[src/hdl/ncl_pkg.sv]
`default_nettype none
package ncl_pkg;
    // register byte addresses on the wishbone slave (word aligned)
    localparam logic [7:0]  ADDR_STATUS   = 8'h00;
    localparam logic [7:0]  ADDR_INDEX    = 8'h04;
    localparam logic [7:0]  ADDR_RSVD     = 8'h08;
    localparam logic [7:0]  ADDR_CCOB     = 8'h0C;
    localparam logic [7:0]  ADDR_SECURITY = 8'h10;
    // status register field positions
    localparam int          ST_COMMAND_COMPLETE_FLAG_BIT   = 7;
    localparam int          ST_ACCESS_ERROR_FLAG_BIT = 5;
    localparam int          ST_MG1_BIT    = 1;
    localparam int          ST_MG0_BIT    = 0;
    // command codes
    localparam logic [7:0]  CMD_VERIFY_ALL = 8'h01;
    localparam logic [7:0]  CMD_VERIFY_BLK = 8'h02;
    // block selection codes
    localparam logic [1:0]  BLK_EEPROM = 2'h0;
    localparam logic [1:0]  BLK_PFLASH = 2'h3;
    // security field value that means unsecured
    localparam logic [1:0]  SEC_UNSECURED = 2'h2;
    localparam logic [1:0]  SEC_RESET     = 2'h1;
    // command object geometry
    localparam int          CCOB_WORDS = 6;
    localparam logic [2:0]  IDX_RESET  = 3'h0;
    // verify scan sizes in words (plain defaults)
    localparam logic [15:0] EE_WORDS = 16'h0400;
    localparam logic [15:0] PF_WORDS = 16'h8000;
    typedef enum logic [1:0] {NCL_IDLE, NCL_SCAN, NCL_DONE} ncl_state_t;
endpackage
`default_nettype wire

[src/hdl/ncl_sequencer.sv]
// Summary of operation
// RULE1: accepted commands depend on operating mode and security state.
// RULE2: security input high selects secured, low selects unsecured.
// RULE3: verify-all is 0x01, verify-block 0x02; both accepted in all states.
// RULE4: block code 00 eeprom, 11 program flash, 01/10 raise access error.
// RULE5: verify-block with index not 000 at launch raises access error.
// RULE6: verify-block checks the whole block, then sets completion flag.
// RULE7: a block found not erased sets both verify status bits.
// RULE8: upper status on any read error, lower only on uncorrectable ones.
// RULE9: security field 10 means unsecured; every other value secured.
// RULE10: index register keeps only index bits; others read zero.
// RULE11: reserved test register reads zero and ignores writes.
// RULE12: command object is six 16-bit words, byte access supported.
// RULE13: writing one to completion flag launches and clears it.
// RULE14: parameters locked from launch until completion flag returns.
// RULE15: returned values are readable only once the flag is set.
// RULE16: index positions 110 and 111 ignore writes and read 0x0000.
// RULE17: word 0 holds code and address 17:16, word 1 address 15:0.
// RULE18: a new command is only accepted after the current one ends.
// RULE19: software programs only erased words and never reprograms bits.
// RULE20: array byte and aligned word reads complete in one cycle.
// RULE21: erased bits read as one, programmed bits read as zero.
// RULE22: on access error the command is skipped and the flag set at once.
// RULE23: byte access reaches high or low byte of the selected word.
`default_nettype none
module ncl_sequencer
    import ncl_pkg::*;
(
    // clock and reset
    input  wire logic        clk,
    input  wire logic        nrst,
    // wishbone slave
    input  wire logic        wb_cyc_i,
    input  wire logic        wb_stb_i,
    input  wire logic        wb_we_i,
    input  wire logic [7:0]  wb_adr_i,
    input  wire logic [3:0]  wb_sel_i,
    input  wire logic [31:0] wb_dat_i,
    output logic      [31:0] wb_dat_o,
    output logic             wb_ack_o,
    output logic             wb_err_o,
    // device state straps (asynchronous pins)
    input  wire logic        special_mode_input,
    input  wire logic        secure_input,
    // flash array read port
    output logic      [15:0] array_addr,
    output logic             array_sel_pflash,
    output logic             array_rd,
    input  wire logic [15:0] array_rdata,
    input  wire logic        array_err_corr,
    input  wire logic        array_err_uncorr,
    // status out
    output logic             command_complete_flag,
    output logic             launch_pulse
);
    // synchronisers for mode and security pins; the straps may move at
    // any time, so only the second stage is read by the logic below, and
    // a change takes two clocks to reach the security register read data
    logic [1:0] mode_sync_q;
    logic [1:0] sec_sync_q;
    logic       special_mode;
    logic       secured;
    always_ff @(posedge clk or negedge nrst) begin
        if (!nrst) begin
            mode_sync_q <= 2'h0;
            sec_sync_q  <= 2'h0;
        end else begin
            mode_sync_q <= {mode_sync_q[0], special_mode_input};
            sec_sync_q  <= {sec_sync_q[0], secure_input};
        end
    end
    assign special_mode = mode_sync_q[1]; // RULE1
    assign secured      = sec_sync_q[1];  // RULE2

    // registers
    logic [2:0]  index_q;
    logic [15:0] ccob_q [CCOB_WORDS];
    logic [1:0]  sec_field_q;
    logic        command_complete_flag_q;
    logic        access_error_flag_q;
    logic        mg1_q;
    logic        mg0_q;
    ncl_state_t  state_q;
    logic [15:0] scan_cnt_q;
    logic [15:0] scan_len_q;
    logic        scan_pf_q;
    logic        rd_pend_q;
    logic        wb_ack_q;
    logic        wb_err_q;
    logic [31:0] wb_dat_q;
    logic        launch_q;

    // bus decode
    logic        req;
    logic        wr;
    logic        hit_status;
    logic        hit_index;
    logic        hit_rsvd;
    logic        hit_ccob;
    logic        hit_sec;
    logic        mapped;
    assign req        = wb_cyc_i & wb_stb_i & ~wb_ack_q & ~wb_err_q;
    assign wr         = req & wb_we_i;
    assign hit_status = wb_adr_i == ADDR_STATUS;
    assign hit_index  = wb_adr_i == ADDR_INDEX;
    assign hit_rsvd   = wb_adr_i == ADDR_RSVD;
    assign hit_ccob   = wb_adr_i == ADDR_CCOB;
    assign hit_sec    = wb_adr_i == ADDR_SECURITY;
    assign mapped = hit_status | hit_index | hit_rsvd | hit_ccob | hit_sec;

    // security: only the unsecured code with the pin low frees the part;
    // the pin can add protection but never remove it, so a stray field
    // write cannot open a part that is strapped secure
    logic sec_state;
    assign sec_state = secured | (sec_field_q != SEC_UNSECURED); // RULE9

    // launch: a one written to the completion flag while idle
    logic launch;
    assign launch = wr & hit_status & wb_sel_i[0]
                  & wb_dat_i[ST_COMMAND_COMPLETE_FLAG_BIT] & command_complete_flag_q; // RULE13 RULE18

    // launch checks on the command word
    logic [7:0] cmd_code;
    logic [1:0] blk_code;
    logic       cmd_known;
    logic       blk_bad;
    logic       idx_bad;
    logic       launch_err;
    assign cmd_code  = ccob_q[0][15:8];                  // RULE17
    assign blk_code  = ccob_q[0][1:0];                   // RULE17
    // both verify commands are legal in every mode/security combination
    assign cmd_known = (cmd_code == CMD_VERIFY_ALL)
                     | (cmd_code == CMD_VERIFY_BLK);     // RULE3 RULE1
    assign blk_bad   = (cmd_code == CMD_VERIFY_BLK)
                     & (blk_code != BLK_EEPROM)
                     & (blk_code != BLK_PFLASH);         // RULE4
    assign idx_bad   = (cmd_code == CMD_VERIFY_BLK)
                     & (index_q != IDX_RESET);           // RULE5
    assign launch_err = ~cmd_known | blk_bad | idx_bad;

    // write access to the command object: locked while a command runs
    logic idx_valid;
    logic ccob_wr;
    assign idx_valid = index_q < 3'(CCOB_WORDS);                // RULE16
    assign ccob_wr   = wr & hit_ccob & command_complete_flag_q & idx_valid;      // RULE14

    // read mux; command object hidden while running, because a command
    // may hand back results there and half-written words must not leak;
    // unused status bits read as zero
    logic [15:0] ccob_rd;
    logic [31:0] rd_data;
    assign ccob_rd = (idx_valid & command_complete_flag_q) ? ccob_q[index_q]
                                          : 16'h0000; // RULE15 RULE16
    assign rd_data =
        hit_status ? {24'h000000, command_complete_flag_q, 1'b0, access_error_flag_q, 3'h0,
                      mg1_q, mg0_q} :
        hit_index  ? {29'h00000000, index_q} :               // RULE10
        hit_ccob   ? {16'h0000, ccob_rd} :                   // RULE12
        hit_sec    ? {28'h0000000, special_mode, sec_state,
                      sec_field_q} :
                     32'h00000000;                           // RULE11

    // bus answer: one wait-free ack cycle, error on unmapped addresses;
    // the error answer keeps a stray address from hanging the master,
    // and read data is zero on writes so the bus never shows stale words
    always_ff @(posedge clk or negedge nrst) begin
        if (!nrst) begin
            wb_ack_q <= 1'b0;
            wb_err_q <= 1'b0;
            wb_dat_q <= 32'h00000000;
        end else begin
            wb_ack_q <= req & mapped;
            wb_err_q <= req & ~mapped;
            wb_dat_q <= (req & ~wb_we_i) ? rd_data : 32'h00000000;
        end
    end

    // index and security field writes
    always_ff @(posedge clk or negedge nrst) begin
        if (!nrst) begin
            index_q     <= IDX_RESET;
            sec_field_q <= SEC_RESET;
        end else begin
            if (wr & hit_index & wb_sel_i[0])
                index_q <= wb_dat_i[2:0];                    // RULE10
            if (wr & hit_sec & wb_sel_i[0])
                sec_field_q <= wb_dat_i[1:0];
        end
    end

    // command object words, byte lanes map to high and low byte;
    // lanes 2 and 3 have no storage, so the upper half always reads zero,
    // and index 6 and 7 have no word here, so writes there vanish
    generate
        for (genvar i = 0; i < CCOB_WORDS; i++) begin : g_ccob
            always_ff @(posedge clk or negedge nrst) begin
                if (!nrst) begin
                    ccob_q[i] <= 16'h0000;
                end else if (ccob_wr && index_q == 3'(i)) begin
                    if (wb_sel_i[0])
                        ccob_q[i][7:0] <= wb_dat_i[7:0];     // RULE23
                    if (wb_sel_i[1])
                        ccob_q[i][15:8] <= wb_dat_i[15:8];   // RULE23 RULE12
                end
            end
        end
    endgenerate

    // verify scan: every word must read all ones to count as erased;
    // scan_last marks the cycle that checks the final word of the block,
    // and a word is judged only in the cycle after its read was issued
    logic scan_last;
    logic not_erased;
    assign scan_last  = rd_pend_q & (scan_cnt_q == scan_len_q);
    assign not_erased = rd_pend_q & (array_rdata != 16'hFFFF); // RULE21

    // sequencer event decode; the registers below each keep to one concern
    // so that a flag's set and clear priority can be read at a glance
    logic        in_idle;
    logic        in_scan;
    logic        in_done;
    logic        launch_ok;
    logic        acc_set;
    logic        acc_clr;
    logic        scan_ee;
    logic [15:0] scan_len_d;
    logic        cnt_step;
    logic        rd_any_err;
    logic        rd_bad_err;
    logic        blank_fail;
    logic        mg1_set;
    logic        mg0_set;
    assign in_idle    = state_q == NCL_IDLE;
    assign in_scan    = state_q == NCL_SCAN;
    assign in_done    = state_q == NCL_DONE;
    assign launch_ok  = launch & ~launch_err;                // RULE18
    assign acc_set    = launch & launch_err;                 // RULE4 RULE5
    // write one clears the error flag, honoured only while idle
    assign acc_clr    = in_idle & wr & hit_status & wb_sel_i[0]
                      & wb_dat_i[ST_ACCESS_ERROR_FLAG_BIT];
    // verify-all and block code 11 both walk the program flash range
    assign scan_ee    = (cmd_code == CMD_VERIFY_BLK)
                      & (blk_code == BLK_EEPROM);
    assign scan_len_d = scan_ee ? EE_WORDS - 16'h0001
                                : PF_WORDS - 16'h0001;
    assign cnt_step   = in_scan & rd_pend_q & ~scan_last;
    // a word's error flags are only trusted in the cycle its data returns
    assign rd_any_err = in_scan & rd_pend_q
                      & (array_err_corr | array_err_uncorr); // RULE8
    assign rd_bad_err = in_scan & rd_pend_q & array_err_uncorr; // RULE8
    assign blank_fail = in_scan & not_erased;                // RULE7
    assign mg1_set    = rd_any_err | blank_fail;             // RULE7 RULE8
    assign mg0_set    = rd_bad_err | blank_fail;             // RULE7 RULE8

    // state register: idle, scan, then one cycle that raises the flag
    always_ff @(posedge clk or negedge nrst) begin
        if (!nrst) begin
            state_q <= NCL_IDLE;
        end else begin
            case (state_q)
                NCL_IDLE: begin
                    if (acc_set)
                        state_q <= NCL_DONE;                 // RULE22
                    else if (launch_ok)
                        state_q <= NCL_SCAN;                 // RULE6
                end
                NCL_SCAN: begin
                    if (scan_last)
                        state_q <= NCL_DONE;
                end
                NCL_DONE: state_q <= NCL_IDLE;
                default:  state_q <= NCL_IDLE;
            endcase
        end
    end

    // completion flag: the launch write clears it, the done state sets it
    always_ff @(posedge clk or negedge nrst) begin
        if (!nrst) begin
            command_complete_flag_q <= 1'b1;
        end else if (launch) begin
            command_complete_flag_q <= 1'b0;                                  // RULE13
        end else if (in_done) begin
            command_complete_flag_q <= 1'b1;                                  // RULE6 RULE22
        end
    end

    // access error: a failed launch outranks a clear in the same cycle
    always_ff @(posedge clk or negedge nrst) begin
        if (!nrst) begin
            access_error_flag_q <= 1'b0;
        end else if (acc_set) begin
            access_error_flag_q <= 1'b1;                                // RULE4 RULE5
        end else if (acc_clr) begin
            access_error_flag_q <= 1'b0;
        end
    end

    // verify status: cleared at every launch, sticky through the scan
    always_ff @(posedge clk or negedge nrst) begin
        if (!nrst) begin
            mg1_q <= 1'b0;
            mg0_q <= 1'b0;
        end else if (launch) begin
            mg1_q <= 1'b0;
            mg0_q <= 1'b0;
        end else begin
            if (mg1_set)
                mg1_q <= 1'b1;                               // RULE7 RULE8
            if (mg0_set)
                mg0_q <= 1'b1;                               // RULE7 RULE8
        end
    end

    // scan parameters are latched at launch so that later writes to the
    // command object cannot change a scan under way
    always_ff @(posedge clk or negedge nrst) begin
        if (!nrst) begin
            scan_pf_q  <= 1'b0;
            scan_len_q <= 16'h0000;
        end else if (launch_ok) begin
            scan_pf_q  <= ~scan_ee;
            scan_len_q <= scan_len_d;                        // RULE6
        end
    end

    // word counter and read-pending marker; one word is checked per cycle
    always_ff @(posedge clk or negedge nrst) begin
        if (!nrst) begin
            scan_cnt_q <= 16'h0000;
            rd_pend_q  <= 1'b0;
        end else begin
            rd_pend_q <= in_scan & ~scan_last;
            if (launch_ok)
                scan_cnt_q <= 16'h0000;
            else if (cnt_step)
                scan_cnt_q <= scan_cnt_q + 16'h0001;
        end
    end

    // launch pulse for the outside world, one cycle after the write
    always_ff @(posedge clk or negedge nrst) begin
        if (!nrst) begin
            launch_q <= 1'b0;
        end else begin
            launch_q <= launch;
        end
    end

    // array read port, registered from the scan counter; the address runs
    // one word ahead because the data is checked in the following cycle
    logic [15:0] array_addr_d;
    logic        array_rd_d;
    assign array_addr_d = rd_pend_q ? scan_cnt_q + 16'h0001
                                    : 16'h0000;              // RULE20
    assign array_rd_d   = in_scan & ~scan_last;
    always_ff @(posedge clk or negedge nrst) begin
        if (!nrst) begin
            array_addr       <= 16'h0000;
            array_sel_pflash <= 1'b0;
            array_rd         <= 1'b0;
        end else begin
            array_addr       <= array_addr_d;
            array_sel_pflash <= scan_pf_q;
            array_rd         <= array_rd_d;
        end
    end

    // outputs come straight from their registers
    assign wb_ack_o              = wb_ack_q;
    assign wb_err_o              = wb_err_q;
    assign wb_dat_o              = wb_dat_q;
    assign command_complete_flag = command_complete_flag_q;
    assign launch_pulse          = launch_q;
endmodule
`default_nettype wire

[config.mk]
export PLATFORM = sky130hd
export DESIGN_NAME = ncl_sequencer
export DESIGN_NICKNAME = d
export VERILOG_FILES = /design/src/hdl/ncl_pkg.sv /design/src/hdl/ncl_sequencer.sv
export SDC_FILE = /design/constraint.sdc
export NUM_CORES = 1
export LEC_CHECK = 0
export BUFFER_PORTS_ARGS = -buffer_cell sky130_fd_sc_hd__clkbuf_2
export CORE_MARGIN = 2
export CORE_UTILIZATION = 47
export DETAILED_ROUTE_END_ITERATION = 7
export GPL_TIMING_DRIVEN = 0
export HOLD_SLACK_MARGIN = 0.08
export PLACE_DENSITY = 0.8
export RECOVER_POWER = 25
export SYNTH_ARGS = -nofsm -noshare
export SYNTH_HDL_FRONTEND = slang
export SYNTH_SLANG_ARGS = --single-unit
[constraint.sdc]
create_clock -name clk -period 1.92 [get_ports clk]
set_input_delay 0.384 -clock clk [delete_from_list [all_inputs] [get_ports clk]]
set_output_delay 0.384 -clock clk [all_outputs]
set_load 0.02 [all_outputs]
==> results.ini, run 1 <==
[clocking]
clkSinkCount=166
clock_path_buffers=2
cts_tree=built
cts.clk_slew.worst_paths_ps=60
clock-root-buffer=clkbuf_16
numCtsBuffers=17
clock_latency_ps=430
ctsHtreeMaxLevel=4

[yosys]
synthArstFlopShare_pct=100
synth_top_family_by_area=multiplexers
ys.flop_type=dfrtp_1
synth_warnings=0
synth_area_sq_um=7710
syn_inst=629
synth-seq-area-share_pct=53.9
synth_compound_area_share_pct=5.55
synth_cell_types=55
synth-xor-area-share_pct=1.59
postSynthAreaPerCell_sq_um=12.3
synth_edf_count=0
ys_ff_latch=166
synth-adder-area-share_pct=0.162
synth-simple-area-share_pct=13.9
synth.area.mux_share_pct=21.7

[global_route]
antenna_found_initial=0
grt_overflow=0
grt_pass1_wl_um=33900
grt_use_total_pct=24.9
grt_max_degree=89
grt_pass1_vias=6191

[worst_setup_path]
crit_fanout=6
r2r_slack_ps=-160
r2r_end=ccob_q[4]
setup.worst_path.start_class=register
reg2reg_depth=7
critPathRequiredTime_ps=2230
worstPathArrival_ps=2390
rr_startpoint=command_complete_flag
cp.buffers_inverters=2
crit_path_cell_trace=nand4b_1 -> nor3_4 -> nand4_1 -> buf_6 -> nor2_4 -> buf_12 -> mux2_4
crit_family=simple AND/OR/NAND/NOR gates
cp-startpoint=command_complete_flag
crit_type=register to register
slowest_stage=dfstp_2
path_depth=7
slowest_delay_ps=540
critical_path.endpoint_type=register
crit_end=ccob_q[4]

[timing]
worstMarginPinSlew_ps=1080
min_period_over_period_pct=108
maxSlewHeadroom_pct=27.9
holdWs_ps=246
rsz0062_at_grt=yes
setup_viol=122
finalWorstSetupSlack_ps=-160
drv_slew=0
clock.fmax_ghz=0.481
min_period_ps=2080
hold_viol_final=0
fin_setup_tns_ps=-10810
finalClockSkew_ps=8.44

[placed_design]
gp_congestion=0.859
io_buffers=88
dp.final_hpwl_um=11900
dp_cells=949

[cells_and_area]
drive_above_1_share_pct=52.8
syn_to_final_growth_pct=38.5
final_nets=889
fin_cells=1048
fin_util_pct=67.0
antenna_cells=0

[die]
io_pins=123
core_area_sq_um=15900
dieWidth_um=132
row_count=46
start_util_pct=48.4
die_area_sq_um=17400
die_h_um=132

[run]
cap_violations=0

[pwr]
seq_power_share_pct=47.6
peakVddDrop_v=0.000652
swShare_pct=22.0
internal_power_mw=5.75
switchingPower_mw=1.63
power.density_nw_per_um2=691
pwr-share-comb_pct=4.5
power.total_mw=7.38
leakage_nw=4.86
p_clk_share_pct=47.9

[run_status]
status=finished, violations left
violations=setup timing

[route]
drt.antenna.violating_nets=0
vias_per_cell=5.82
drt-wirelength-per-cell_um=20.9
drc=0
wl_um=21900
first_pass_iters=5
drtIter0Drc=539
vias=6104

[hold_path]
min_path_type=primary input to register

[cell type report]
class,instances,area (sq um)
Buffer,33,270
Clock buffer,22,464
Clock inverter,10,144
Fill cell,1062,5270
Inverter,6,22.5
Multi-Input combinational cell,432,4130
Sequential cell,166,4180
Tap cell,216,270
Timing Repair Buffer,163,1200
[power by group through the flow]
stage,Sequential [mW],Combinational (mW),Clock [mW]
floorplan,3.58,0.103,0
global route,3.51,0.361,3.72
finish,3.51,0.330,3.53
global placement,3.58,0.273,0
CTS,3.51,0.318,3.55
detailed placement,3.58,0.285,0
[cells in the mapped netlist, drive strengths merged, types with 2 or more instances]
cell    number  area [sq um]
xnor2       11          96.3
nand4       13          93.8
o31ai        2          15.0
nor3        11          82.6
and4         5          43.8
and2        12          75.1
nand2       29           109
mux2i       15           150
buf         24           158
nand2b       3          18.8
clkbuf      17          63.8
or2          3          18.8
nor4         8          50.1
a21boi       2          15.0
o21ai       21           105
dfstp        2          52.6
a22oi        5          37.5
dfrtp      164          4100
mux2       103          1160
xor2         3          26.3
nor2        51           211
mux4        16           360
inv          6          22.5
o22ai        2          12.5
a21oi       32           160
nand3       13          70.1
or3         15          93.8
nand3b       2          15.0
or4          4          33.8
nor2b       10          62.6
and3        11          68.8
a221oi       2          23.8
[worst min path at each step]
stage,startpoint,cells after the start,to
final,array_err_uncorr,3,mg0_q
after global routing,array_err_uncorr,3,mg0_q
after CTS,array_err_uncorr,3,mg0_q
after detailed placement,mode_sync_q[0],0,mode_sync_q[1]
after global placement,mode_sync_q[0],0,mode_sync_q[1]
after floorplan,nrst,0,access_error_flag_q
[registers in the layout (all words and copies together) (netlist names), 2 cells and up]
register	flops
array_addr	16
blk_code	2
ccob_q	94
index_q	3
mode_sync_q	2
scan_cnt_q	16
scan_len_q	2
sec_field_q	2
sec_sync_q	2
state_q	2
wb_dat_o	16
[tightest hold or removal path, cell delays in order]
cell and delay [ps]:
clkbuf_2 90, a211oi_1 60, nor2_1 90
[layer usage]
layer  GRT usage [%]  part of all wire (%)
met2            41.4                    50
met3            5.50                   6.5
met5               0                     0
met4            10.2                   3.9
met1            31.7                    40
[repair_timing]
action,CTS,global route
pin swaps,43,37
endpoints found under the hold margin,79,0
hold buffers,3,0
gates resized for setup,132,83
buffers inserted,49,21
gates cloned,4,0
setup endpoints to repair,138,130
[logic make-up after synthesis]
family / Yosys count
adders and majority gates: 1
xor gates and xnor gates: 14
AOI/OAI and AO/OA: 73
buffers and inverters: 47
DFF: 166
and+or+nand+nor: 193
other: 1
muxes: 134
[through the flow]
| step | area (sq um) | setup slack [ps] |
|---|---|---|
| 5_1_grt | 10700 | -196 |
| 2_1_floorplan | 7930 | -302 |
| 3_5_place_dp | 8680 | -808 |
| 6_report | 10700 | -160 |
| 3_3_place_gp | 8640 | -2780 |
| 4_1_cts | 10300 | -116 |
[cells in the final DEF, fill, tap and decap left out, drive strengths merged, types with 3 or more instances in the layout]
cell type	instances
dfrtp	164
clkbuf	119
mux2	103
buf	96
nor2	51
a21oi	32
nand2	29
o21ai	21
mux4	16
conb	16
mux2i	15
or3	15
nand4	13
nand3	13
and2	12
xnor2	11
nor3	11
and3	11
nor2b	10
inv	8
nor4	8
a22oi	5
and4	5
clkinv	5
or4	4
nand2b	3
or2	3
xor2	3
bufinv	3
dlygate4sd3	3
a221oi	3
No activity file was read; power rests on OpenSTA's default activity.
==> run 2, diff against run 1 <==
CORE_ASPECT_RATIO = 1.1   (was default)
==> run 2 against run 1 <==
Effect of this change:
- clock skew shrank 1.6 ps
- the flow still finishes with violations (setup timing)
- critical path depth unchanged
- register-to-register slack lost 50 ps
- worst setup slack worse by 51 ps
- combinational power fell by 5%
- largest power group unchanged
- flip-flop and latch count unchanged
- utilization down 1.6 points
- wire length is 2.4% lower
- clock-buffer cell count unchanged
- hold slack got worse by 5.7 ps
- critical path type unchanged
==> results.ini, run 2 (synthesis results as in run 1) <==
[run_status]
status=finished, violations left  ; unchanged
violations=setup timing  ; unchanged

[placed_design]
dp.final_hpwl_um=12000  ; was 11900 um
gp_congestion=0.901  ; was 0.859
pre_cts_slack_ps=-801  ; was -808 ps
io_buffers=88  ; unchanged
dp_cells=937  ; was 949

[worst_setup_path]
critPathRequiredTime_ps=2240  ; was 2230 ps
worstPathArrival_ps=2450  ; was 2390 ps
setup.worst_path.start_class=register  ; unchanged
slowest_stage=dfstp_2  ; unchanged
crit_type=register to register  ; unchanged
crit_path_cell_trace=nand4b_1 -> nor3_4 -> nand4_1 -> buf_6 -> nor2_4 -> buf_12 -> mux2_4  ; unchanged
critical_path.endpoint_type=register  ; unchanged
crit_fanout=8  ; was 6
slowest_delay_ps=550  ; was 540 ps

[route]
met2_length_um=10500  ; was 10900 um
first_pass_iters=5  ; unchanged
top_layer=met4  ; unchanged
drt-wirelength-per-cell_um=21.0  ; was 20.9 um
wl_met1_um=8510  ; was 8780 um
wl_um=21400  ; was 21900 um
vias_per_cell=5.87  ; was 5.82
drc=0  ; unchanged
drtIter0Drc=480  ; was 539
vias=5974  ; was 6104
wl_met3_um=1400  ; was 1420 um
drt.antenna.violating_nets=0  ; unchanged

[timing]
drv_slew=0  ; unchanged
min_period_ps=2130  ; was 2080 ps
min_period_over_period_pct=111  ; was 108%
clock.fmax_ghz=0.469  ; was 0.481 GHz
setup_viol=124  ; was 122
maxSlewHeadroom_pct=35.4  ; was 27.9%
finalClockSkew_ps=6.80  ; was 8.44 ps
finalWorstSetupSlack_ps=-211  ; was -160 ps
rsz0062_at_grt=yes  ; unchanged
worstMarginPinSlew_ps=968  ; was 1080 ps
hold_viol_final=0  ; unchanged
fin_setup_tns_ps=-17100  ; was -10810 ps

[clocking]
clkSinkCount=166  ; unchanged
numCtsBuffers=17  ; unchanged
clock_path_buffers=2  ; unchanged
cts_tree=built  ; unchanged
clock-root-buffer=clkbuf_16  ; unchanged
ctsHtreeMaxLevel=4  ; unchanged
cts.clk_slew.worst_paths_ps=70  ; was 60 ps
clock_latency_ps=430  ; about the same

[cells_and_area]
largest_reg_flops=94  ; unchanged
top_register=ccob_q  ; unchanged
antenna_cells=0  ; unchanged
final_common_cell=dfrtp_1  ; unchanged
syn_to_final_growth_pct=37.3  ; was 38.5%
final_cell_mix=dfrtp_1, clkbuf_2, mux2_4  ; unchanged
drive_above_1_share_pct=50.9  ; was 52.8%
final_nets=871  ; was 889
fin_cells=1018  ; was 1048

[pwr]
peakVddDrop_v=0.000667  ; was 0.000652 V
leakage_nw=4.82  ; was 4.86 nW
power.density_nw_per_um2=712  ; was 691 nW/um^2

[die]
dieWidth_um=126  ; was 132 um
start_util_pct=47.6  ; was 48.4%
die_h_um=138  ; was 132 um
io_pins=123  ; unchanged
die_area_sq_um=17400  ; about the same
core_area_sq_um=16200  ; was 15900 sq um
row_count=49  ; was 46

[hold_path]
min_path_type=primary input to register  ; unchanged

[run]
cap_violations=0  ; unchanged

[global_route]
grt_pass1_wl_um=32500  ; was 33900 um
grt_pass1_vias=6046  ; was 6191
grt_use_total_pct=23.8  ; was 24.9%
grt_max_degree=99  ; was 89
grt_overflow=0  ; unchanged
antenna_found_initial=0  ; unchanged

==> run 2: cell count changes in the layout (fill, tap and decap cells not counted), moves of 4 or more <==
cell | previous run | this run
buf_4 | 67 | 48
o21ai_2 | 11 | 5
or3_4 | 5 | 9
a21oi_2 | 12 | 16
or3_1 | 10 | 6
a21oi_1 | 20 | 16
==> run 2: metrics by stage <==
stage / power (mW) / instance area, sq um / hold slack, ps / util (%)
floorplan: 3.68 / 7930 / 88.4 / -
global placement: 3.85 / 8630 / 338 / 53.3
detailed placement: 3.86 / 8660 / 352 / 53.5
CTS: 7.54 / 10300 / 226 / 63.3
global route: 7.74 / 10600 / 249 / 65.4
finish: 7.53 / 10600 / 241 / 65.4
==> run 2: power by group <==
group          switching (mW)  internal, mW
Clock                    1.41          2.29
Combinational           0.205         0.109
Sequential            0.00626          3.51
Total                    1.63          5.91
==> run 2: layout make-up <==
class / instances / area [sq um]
Timing Repair Buffer: 147 / 1130
Clock inverter: 10 / 169
Buffer: 32 / 248
Tap cell: 204 / 255
Sequential cell: 166 / 4170
Fill cell: 1091 / 5600
Inverter: 6 / 22.5
Clock buffer: 22 / 474
Multi-Input combinational cell: 431 / 4120
==> run 2: repair_timing <==
item | CTS | global route
setup buffers | 39 | 12
pin swaps | 23 | 41
cloned | 3 | 1
hold buffers | 3 | 0
endpoints found under the setup margin | 135 | 129
hold endpoints to repair | 69 | 0
gates resized for setup | 131 | 72
==> run 2: final timing paths <==
check,start,endpoint,slack [ps],cells after the start
min in group asynchronous,nrst,mode_sync_q[1],680,2
hold / removal,array_err_uncorr,mg0_q,240,3
hold reg to reg,mode_sync_q[0],mode_sync_q[1],360,0
setup reg to reg,command_complete_flag,ccob_q[72],-210,7
max in group asynchronous,nrst,scan_cnt_q[2],220,3
setup / recovery,command_complete_flag,ccob_q[72],-210,7
==> run 2: routing by layer <==
| layer | vias up | GRT usage [%] |
|---|---|---|
| met2 | 316 | 39.1 |
| li1 | 2591 | - |
| met1 | 2982 | 30.1 |
| met3 | 85 | 5.77 |
| met4 | 0 | 10.6 |
| met5 | - | 0 |
==> run 2: worst max-delay path, delay by kind of cell, from the launching register on <==
| kind | cells | cell delay [ps] |
|---|---|---|
| buffers and inverters | 2 | 340 |
| multiplexers | 1 | 310 |
| flip-flops | 1 | 550 |
| AND/OR/NAND/NOR | 4 | 800 |
